[src/verilog/adcc_cfg.svh]
// Register map, field positions, reset values and timing counts of the converter control.
`ifndef ADCC_CFG_SVH
`define ADCC_CFG_SVH

`define ADCC_ADDR_CTRL 12'h000
`define ADCC_ADDR_RESULT 12'h004
`define ADCC_ADDR_ISTAT 12'h008
`define ADCC_ADDR_ICLR 12'h00c
`define ADCC_ADDR_IEN 12'h010

`define ADCC_CTRL_START 0
`define ADCC_CTRL_EAI 1
`define ADCC_CTRL_PDS 2
`define ADCC_CTRL_EOC 3
`define ADCC_CTRL_BUSY 4

`define ADCC_IRQ_DONE 0
`define ADCC_IRQ_RESTART 1

`define ADCC_PDS_RST 1'b1
`define ADCC_EAI_RST 1'b0
`define ADCC_IEN_RST 2'h0

`define ADCC_SAMPLE_NUM 4
`define ADCC_BIT_NUM 3
`define ADCC_CONV_NUM ((`ADCC_SAMPLE_NUM) + 8 * (`ADCC_BIT_NUM))

`endif

[src/verilog/adcc_pkg.sv]
// Types shared by the converter control design.
package adcc_pkg;

  typedef enum logic [1:0] {
    ADCC_IDLE,
    ADCC_SAMPLE,
    ADCC_CONVERT
  } adcc_state_t;

  typedef struct packed {
    adcc_state_t st;
    logic [7:0] cnt;
    logic [7:0] sar;
    logic [7:0] mask;
    logic [7:0] result;
    logic sample;
    logic eoc;
    logic converter_irq_enable;
    logic converter_powerdown_bit;
    logic [1:0] ist;
    logic [1:0] ien;
    logic irq;
    logic [31:0] prdata;
    logic pready;
    logic pslverr;
    logic cmp_s1;
    logic cmp_s2;
    logic up_s1;
    logic up_s2;
    logic lo_s1;
    logic lo_s2;
    logic [7:0] sel;
  } adcc_regs_t;

endpackage : adcc_pkg
[src/verilog/adcc_ctrl.sv]
// Successive-approximation converter control with an APB register slave.
//
// Implementation choices: the placing of the registers and the APB interface to the registers.
`timescale 1ns/100ps
`include "adcc_cfg.svh"

module adcc_ctrl (
  input wire logic clk_i,
  input wire logic sys_rst_i,
  input wire logic ce_i,
  input wire logic psel_i,
  input wire logic penable_i,
  input wire logic pwrite_i,
  input wire logic [11:0] paddr_i,
  input wire logic [31:0] pwdata_i,
  output logic [31:0] prdata_o,
  output logic pready_o,
  output logic pslverr_o,
  input wire logic [7:0] port_direction_reg_i,
  input wire logic [7:0] port_option_reg_i,
  input wire logic [7:0] port_data_reg_i,
  input wire logic global_irq_enable_i,
  input wire logic comparator_i,
  input wire logic at_upper_reference_i,
  input wire logic at_lower_reference_i,
  output logic [7:0] analog_select_o,
  output logic [7:0] dac_code_o,
  output logic sample_hold_o,
  output logic converter_powerdown_o,
  output logic irq_o
);
  import adcc_pkg::*;

  // ****************************************************************
  // Constants and state
  // ****************************************************************
  localparam int CONV_CYC = `ADCC_CONV_NUM;
  localparam logic [7:0] SAMPLE_LOAD = 8'(`ADCC_SAMPLE_NUM - 1);
  localparam logic [7:0] BIT_LOAD = 8'(`ADCC_BIT_NUM - 1);
  localparam adcc_regs_t RST = '{
    st: ADCC_IDLE,
    converter_powerdown_bit: `ADCC_PDS_RST,
    converter_irq_enable: `ADCC_EAI_RST,
    ien: `ADCC_IEN_RST,
    default: '0
  };

  adcc_regs_t q;
  adcc_regs_t d;
  logic [7:0] analog_mode;
  logic setup;
  logic wr_acc;
  logic start_take;
  logic start_go;
  logic addr_hit;
  logic [31:0] rd_val;
  logic [7:0] keep;
  logic [1:0] events;
  logic [1:0] clr;

  // ****************************************************************
  // Port line selection
  // ****************************************************************
  // A line is in analog mode when it is an input with option one and data zero.
  genvar gi;
  generate
    for (gi = 0; gi < 8; gi = gi + 1) begin : g_line
      assign analog_mode[gi] = ~port_direction_reg_i[gi] & port_option_reg_i[gi]
                               & ~port_data_reg_i[gi];
    end
  endgenerate

  // ****************************************************************
  // Bus decode
  // ****************************************************************
  assign setup = psel_i & ~penable_i;
  assign wr_acc = psel_i & penable_i & q.pready & pwrite_i;
  assign start_take = wr_acc && (paddr_i == `ADCC_ADDR_CTRL) && pwdata_i[`ADCC_CTRL_START];
  // A start in the same write that sets power-down does not convert.
  assign start_go = start_take & ~pwdata_i[`ADCC_CTRL_PDS];
  assign clr = (wr_acc && (paddr_i == `ADCC_ADDR_ICLR)) ? pwdata_i[1:0] : 2'h0;
  assign keep = q.cmp_s2 ? q.sar : (q.sar & ~q.mask);

  always_comb begin
    addr_hit = 1'b1;
    rd_val = 32'h0000_0000;
    case (paddr_i)
      `ADCC_ADDR_CTRL: begin
        rd_val[`ADCC_CTRL_EAI] = q.converter_irq_enable;
        rd_val[`ADCC_CTRL_PDS] = q.converter_powerdown_bit;
        rd_val[`ADCC_CTRL_EOC] = q.eoc;
        rd_val[`ADCC_CTRL_BUSY] = (q.st != ADCC_IDLE);
      end
      `ADCC_ADDR_RESULT: rd_val[7:0] = q.result;
      `ADCC_ADDR_ISTAT: rd_val[1:0] = q.ist;
      `ADCC_ADDR_ICLR: rd_val = 32'h0000_0000;
      `ADCC_ADDR_IEN: rd_val[1:0] = q.ien;
      default: addr_hit = 1'b0;
    endcase
  end

  // ****************************************************************
  // Next state
  // ****************************************************************
  always_comb begin
    d = q;
    events = 2'h0;
    d.cmp_s1 = comparator_i;
    d.cmp_s2 = q.cmp_s1;
    d.up_s1 = at_upper_reference_i;
    d.up_s2 = q.up_s1;
    d.lo_s1 = at_lower_reference_i;
    d.lo_s2 = q.lo_s1;
    d.sel = analog_mode;
    d.pready = setup;
    d.pslverr = 1'b0;
    if (setup) begin
      d.pslverr = ~addr_hit;
      d.prdata = rd_val;
    end
    if (wr_acc) begin
      if (paddr_i == `ADCC_ADDR_CTRL) begin
        d.converter_irq_enable = pwdata_i[`ADCC_CTRL_EAI];
        d.converter_powerdown_bit = pwdata_i[`ADCC_CTRL_PDS];
      end
      if (paddr_i == `ADCC_ADDR_IEN) begin
        d.ien = pwdata_i[1:0];
      end
    end
    case (q.st)
      ADCC_IDLE: begin
        d.sample = 1'b0;
      end
      ADCC_SAMPLE: begin
        if (q.cnt == 8'h00) begin
          d.st = ADCC_CONVERT;
          d.cnt = BIT_LOAD;
          d.sample = 1'b0;
        end else begin
          d.cnt = q.cnt - 8'h01;
        end
      end
      ADCC_CONVERT: begin
        if (q.cnt != 8'h00) begin
          d.cnt = q.cnt - 8'h01;
        end else if (q.mask[0]) begin
          d.sar = keep;
          if (q.up_s2) begin
            d.result = 8'hff;
          end else if (q.lo_s2) begin
            d.result = 8'h00;
          end else begin
            d.result = keep;
          end
          d.eoc = 1'b1;
          d.st = ADCC_IDLE;
          events[`ADCC_IRQ_DONE] = 1'b1;
        end else begin
          d.sar = keep | (q.mask >> 1);
          d.mask = q.mask >> 1;
          d.cnt = BIT_LOAD;
        end
      end
      default: d.st = ADCC_IDLE;
    endcase
    if (q.converter_powerdown_bit) begin
      d.st = ADCC_IDLE;
      d.sample = 1'b0;
    end
    if (start_take) begin
      d.eoc = 1'b0;
    end
    if (start_go) begin
      events[`ADCC_IRQ_RESTART] = (q.st != ADCC_IDLE);
      events[`ADCC_IRQ_DONE] = 1'b0;
      d.st = ADCC_SAMPLE;
      d.cnt = SAMPLE_LOAD;
      d.sar = 8'h80;
      d.mask = 8'h80;
      d.sample = 1'b1;
    end
    // A start write also drops a pending done bit; a new event wins over any clear.
    d.ist = (q.ist & ~clr & ~{1'b0, start_take}) | events;
    d.irq = global_irq_enable_i & q.converter_irq_enable & (q.eoc | (|(q.ist & q.ien)));
  end

  always_ff @(posedge clk_i or posedge sys_rst_i) begin
    if (sys_rst_i) begin
      q <= RST;
    end else if (ce_i) begin
      q <= d;
    end
  end

  assign prdata_o = q.prdata;
  assign pready_o = q.pready;
  assign pslverr_o = q.pslverr;
  assign analog_select_o = q.sel;
  assign dac_code_o = q.sar;
  assign sample_hold_o = q.sample;
  assign converter_powerdown_o = q.converter_powerdown_bit;
  assign irq_o = q.irq;

  // ****************************************************************
  // Checks
  // ****************************************************************
  // Cycles since the last accepted start, saturating.
  logic [7:0] since_q;
  always_ff @(posedge clk_i or posedge sys_rst_i) begin
    if (sys_rst_i) begin
      since_q <= 8'h00;
    end else if (ce_i) begin
      if (start_go) begin
        since_q <= 8'h00;
      end else if (since_q != 8'hff) begin
        since_q <= since_q + 8'h01;
      end
    end
  end

  // Cycles from the eighth cycle after a start until the end flag is visible.
  localparam int CONV_LATE = CONV_CYC - 7;
endmodule : adcc_ctrl

[config.mk]
export PLATFORM = sky130hd
export DESIGN_NAME = adcc_ctrl
export DESIGN_NICKNAME = d
export VERILOG_FILES = /design/src/verilog/adcc_pkg.sv /design/src/verilog/adcc_ctrl.sv
export VERILOG_INCLUDE_DIRS = /design/src /design/src/verilog
export SDC_FILE = /design/constraint.sdc
export NUM_CORES = 1
export LEC_CHECK = 0
export BUFFER_PORTS_ARGS = -buffer_cell sky130_fd_sc_hd__buf_2
export CAP_MARGIN = 30
export CORE_ASPECT_RATIO = 2
export CORE_MARGIN = 4
export CORE_UTILIZATION = 35
export CTS_BUF_LIST = sky130_fd_sc_hd__clkbuf_4
export CTS_CLUSTER_SIZE = 12
export DETAILED_ROUTE_END_ITERATION = 12
export PLACE_DENSITY = 0.69
export SLEW_MARGIN = 10
export SYNTH_ARGS = -nofsm -noshare
export SYNTH_HDL_FRONTEND = slang
export SYNTH_SLANG_ARGS = --single-unit
[constraint.sdc]
create_clock -name clk_i -period 2.2 [get_ports clk_i]
set_input_delay 0.22 -clock clk_i [delete_from_list [all_inputs] [get_ports clk_i]]
set_output_delay 0.22 -clock clk_i [all_outputs]
set_load 0.01 [all_outputs]
# After elaboration in Yosys (flattened, before gate mapping)
# Cells that the tools add are included.
[classes]
add_sub_neg = 1
mux = 37
bitwise = 53
n_reduce_logical = 25
eq_ne = 14
[op_table]
columns = ["cell", "count"]
rows = [
  ["8-bit two-way mux", 9],
  ["24-bit two-way mux", 2],
  ["26-bit two-way mux", 1],
  ["12-bit by 4-bit equality test with 1-bit output (second input constant)", 2],
  ["1-bit bitwise AND", 23],
  ["1-bit NOT", 20],
  ["4-bit != test (second input constant)", 4],
  ["8-bit one-hot mux with 2 select lines", 1],
  ["3-bit AND reduction", 5],
  ["12-bit by 3-bit equality test with 1-bit output (second input constant)", 1],
  ["12-bit by 5-bit equality test with 1-bit output (second input constant)", 1],
  ["12-bit zero test", 1],
  ["1-bit two-way mux", 12],
  ["2-bit two-way mux", 6],
  ["4-bit AND reduction", 3],
  ["8-bit bitwise AND", 1],
  ["8-bit zero test", 1],
  ["8-bit NOT", 1],
  ["8-bit by 7-bit OR with 8-bit output", 1],
  ["2-bit nonzero test", 4],
  ["8-bit nonzero test", 1],
  ["8-bit by 1-bit subtractor with 8-bit output (second input constant)", 1],
  ["2-bit bitwise AND", 3],
  ["2-bit one-hot mux with 3 select lines", 1],
  ["other kinds (22)", 25],
]
[totals]
regBits = 67
out_inout_bits = 53
inputBits = 78

# Logic depth before layout (Yosys ltp)
[depth]
ltp_word = 9
mapped_depth = 9
depth_no_buf = 7

# Least setup slack after synthesis
# No wires, ideal clock.
[synth_path]
path_type = "register to register"
from = "register q[83] in the netlist's numbering"
to = "register q[57] in the netlist's numbering"
arrival_ps = 1775
stages_incl_launch_ff = 9
path_slack_ps = 298
t_required_ps = 2073
n_path_buf = 3
cell_sequence = "dfrtp_1 > buf_2 > nor4_4 > nand4_4 > or2_2 > clkbuf_2 > buf_6 > nand2_1 > o21ai_0"
[synth_via]
elab_chain_cells = 3
[synth_lines]
columns = ["item", "line_no", "rtl"]
rows = [
  ["start: declaration", "adcc_ctrl.sv:48", "adcc_regs_t q;"],
  ["start signal: assignment", "adcc_ctrl.sv:189", "q <= RST;"],
  ["start signal: assignment", "adcc_ctrl.sv:191", "q <= d;"],
  ["8-bit nonzero test", "adcc_ctrl.sv:144", "if (q.cnt != 8'h00) begin"],
  ["1-bit NOT (no source line)", "n/a", ""],
  ["4-bit AND reduction (no source line)", "n/a", ""],
]
# Every way passes these cells.
# A chain may end at the register's enable or synchronous reset.

# Worst setup path after layout
[layout_path]
from = "register q[81] in the netlist's numbering"
to = "register q[71] in the netlist's numbering"
[layout_via]
elab_chain_cells = 3
[layout_lines]
columns = ["item", "line_no"]
rows = [
  ["8-bit nonzero test", "adcc_ctrl.sv:144"],
  ["2-bit != test (no source line)", "n/a"],
  ["4-bit AND reduction (no source line)", "n/a"],
]
# Every way passes these cells.

==> flow_metrics.py <==
metrics = {
    "logic_synthesis": {
        "ys_async_sr_fraction_pct": 100.0,
        "ys.flop_type": "dfrtp_1",
        "syn_inst": 402,
        "synth_area_leaders": "dfrtp_1 44%, buf_4 9.7%, o21ai_0 5.0%",
        "synth_area_per_cell_um2": 9.247,
        "synth_top_area_cell": "dfrtp_1",
        "ys_seq_area_share_pct": 45.14,
        "synth_cell_types": 55,
        "yosysWarnings": 0,
        "yosys_register_bits": 67,
        "synth_area_mm2": 0.003717,
        "synth-edff-count": 0,
        "post-synth-top-count-cell": "dfrtp_1",
        "synth_commonest_cells": "66 x dfrtp_1, 48 x buf_4, 40 x nor2_1",
        "synth_top_area_share_pct": 44.43,
    },
    "power_and_ir_drop": {
        "power.share.switching_pct": 32.64,
        "peakVddDrop_mv": 0.2376,
        "power.switching_w": 0.0009468,
        "power_frac_comb_pct": 20.4,
        "power_frac_clock_pct": 28.0,
        "p_per_area_mw_per_mm2": 670.5,
        "intPower_w": 0.001954,
        "finalPower_w": 0.002901,
        "power_leakage_nw": 2.150,
        "seqPwrFrac_pct": 51.6,
    },
    "placed_design": {
        "gp_congestion": 0.8072,
        "placed_area_mm2": 0.003993,
        "hpwl_um": 6989,
        "port_buffers": 77,
        "place_ws_ns": 0.09288,
    },
    "global_route": {
        "grt_max_degree": 47,
        "track_usage_pct": 15.62,
        "grt_overflow": 0,
        "grt_pass1_wl_um": 14930,
        "grt_pass1_vias": 3128,
        "grt_antenna_before_repair": 1,
    },
    "finish": {
        "nets": 553,
        "final_core_util_pct": 41.29,
        "drive_gt1_share_pct": 25.89,
        "area_delta_synth_final_pct": 16.39,
        "final_area_mm2": 0.004327,
    },
    "clocking": {
        "cts_root_buf": "clkbuf_4",
        "cts_num_sinks": 67,
        "htree_levels": 3,
        "cts_tree": "built",
        "clk_path_buf_depth": 2,
        "cts_buffers": 9,
        "cts.reportedPaths.clkPinSlew_ns": 0.11,
        "worstSkewPairLatency_ns": 0.43,
    },
    "floorplanning": {
        "coreArea_mm2": 0.01048,
        "dieArea_mm2": 0.01243,
        "initial_core_util_pct": 35.48,
        "die_x_um": 80.87,
        "fp-row-count": 53,
        "ios": 131,
        "dieHeight_um": 153.7,
    },
    "worst_setup_path": {
        "critPathLaunch": "q[81]",
        "crit_fanout": 7,
        "arrival_ns": 2.44,
        "reg2reg_depth": 6,
        "cp.required_ns": 2.56,
        "cp-end-kind": "flip-flop",
        "path_class": "flip-flop to flip-flop",
        "rr_startpoint": "q[81]",
        "start_kind": "flip-flop",
    },
    "drt": {
        "drt_iter0_markers": 176,
        "wl_um": 9264,
        "via_per_inst": 5.094,
        "drc": 0,
        "route.vias.total": 3143,
        "firstDrtPassIters": 4,
        "ant_nets": 0,
        "routedWlPerCell_um": 15.01,
    },
    "hold_path": {
        "whs_path_depth": 2,
        "min-delay-start": "at_upper_reference_i",
        "hold_class": "input pin to flip-flop",
    },
    "sta": {
        "final_hold_viol_count": 0,
        "fin_crit_ns": 2.074,
        "tns_ns": 0,
        "slew_viol_final": 0,
        "rsz0062_at_grt": "no",
        "period_share_pct": 94.26,
        "finClkSkew_ns": 0.007358,
        "maxSlewHeadroom_pct": 54.54,
        "setup_viol": 0,
        "fin_ws_ns": 0.1262,
        "tightestPinTransition_ns": 0.6767,
        "fmax_mhz": 482.2,
    },
    "run_status": {
        "outcome": "finished clean",
    },
    "run": {
        "maxCapViolations": 0,
    },
}
==> cells in the final DEF (no fill, tap or decap), drive strengths merged, types with 7 or more instances in the layout <==
cell	Yosys	layout
dfrtp	66	66
o21ai	38	38
mux2i	8	8
dlygate4sd3	0	19
buf	57	87
mux2	10	10
clkbuf	11	9
inv	25	25
o32ai	8	8
a21oi	24	24
conb	1	24
nand2	33	33
nor2	40	40
nand3	8	8
a22o	7	7
and3	8	8
==> logic make-up (layout without fill, tap and decap cells) <==
logic type / after synthesis / in the layout / synth area share (%)
buffers and inverters: 93 / 147 / 14.78
xor gates and xnor gates: 2 / 2 / 0.4713
and+or+nand+nor: 122 / 122 / 17.00
AOI/OAI and AO/OA: 98 / 98 / 17.00
adders and majority gates: 1 / 1 / 0.3365
DFF: 67 / 67 / 45.14
other: 1 / 25 / 0.1009
muxes: 18 / 18 / 5.184
==> repair_timing <==
item / CTS / global route
gates resized for setup: 0 / 1
endpoints found under the setup margin: 0 / 2
hold endpoints to repair: 31 / 0
setup buffers: 0 / 0
hold buffers: 19 / 0
==> routing by layer <==
metal | vias up | routed length (um) | track usage (%)
li1 | 1476 | - | -
met1 | 1523 | 3400 | 15.70
met2 | 121 | 5029 | 28.87
met3 | 23 | 522 | 2.814
met4 | 0 | 312 | 8.703
met5 | - | 0 | 0
==> state kept, by name (all words and copies together) (netlist names) <==
| name | count |
|---|---|
| q | 35 |
| analog_select_o | 8 |
| sample_hold_o | 1 |
| dac_code_o | 8 |
| pready_o | 1 |
| prdata_o | 8 |
| d | 3 |
| irq_o | 1 |
| pslverr_o | 1 |
| converter_powerdown_o | 1 |
==> critical path: stages (launching register included) <==
cell and delay (ns):
dfrtp_1 0.43, inv_1 0.07, ha_1 0.21, and4bb_1 0.27, nand4_4 0.18, nor3_1 0.61
a22o_1 0.24
==> metrics by stage <==
step	hold slack, ns	instances
6_report	0.02917	617
5_1_grt	0.02418	617
4_1_cts	0.002836	616
3_5_place_dp	0.2853	581
3_3_place_gp	0.2783	581
2_1_floorplan	0.3058	425
==> final timing paths <==
path	to	slack, ns
worst max-delay path	q[71]	0.13
worst min-delay path	d[10]	0.03
worst max register to register	q[71]	0.13
worst min register to register	prdata_o[5]	0.48
max in group asynchronous	converter_powerdown_o	1.16
min in group asynchronous	d[8]	0.37
==> cell type report <==
type	count	area, um^2
fillers	1071	6151
flip-flops and latches	67	1678
multi-input cells	265	1582
repair buffers	106	663.1
well taps	137	171.4
inverters	25	93.84
clock inverters	7	68.82
clock buffers	9	67.56
diodes	1	2.502
==> power by group through the flow <==
| stage | combinational, W | sequential (W) | clock, W |
|---|---|---|---|
| floorplan | 0.000490 | 0.00145 | 0 |
| global route | 0.000665 | 0.00152 | 0.000888 |
| CTS | 0.000593 | 0.00149 | 0.000840 |
| global placement | 0.000544 | 0.00151 | 0 |
| detailed placement | 0.000565 | 0.00152 | 0 |
| finish | 0.000592 | 0.00150 | 0.000813 |
No activity file was read; power rests on OpenSTA's default activity.
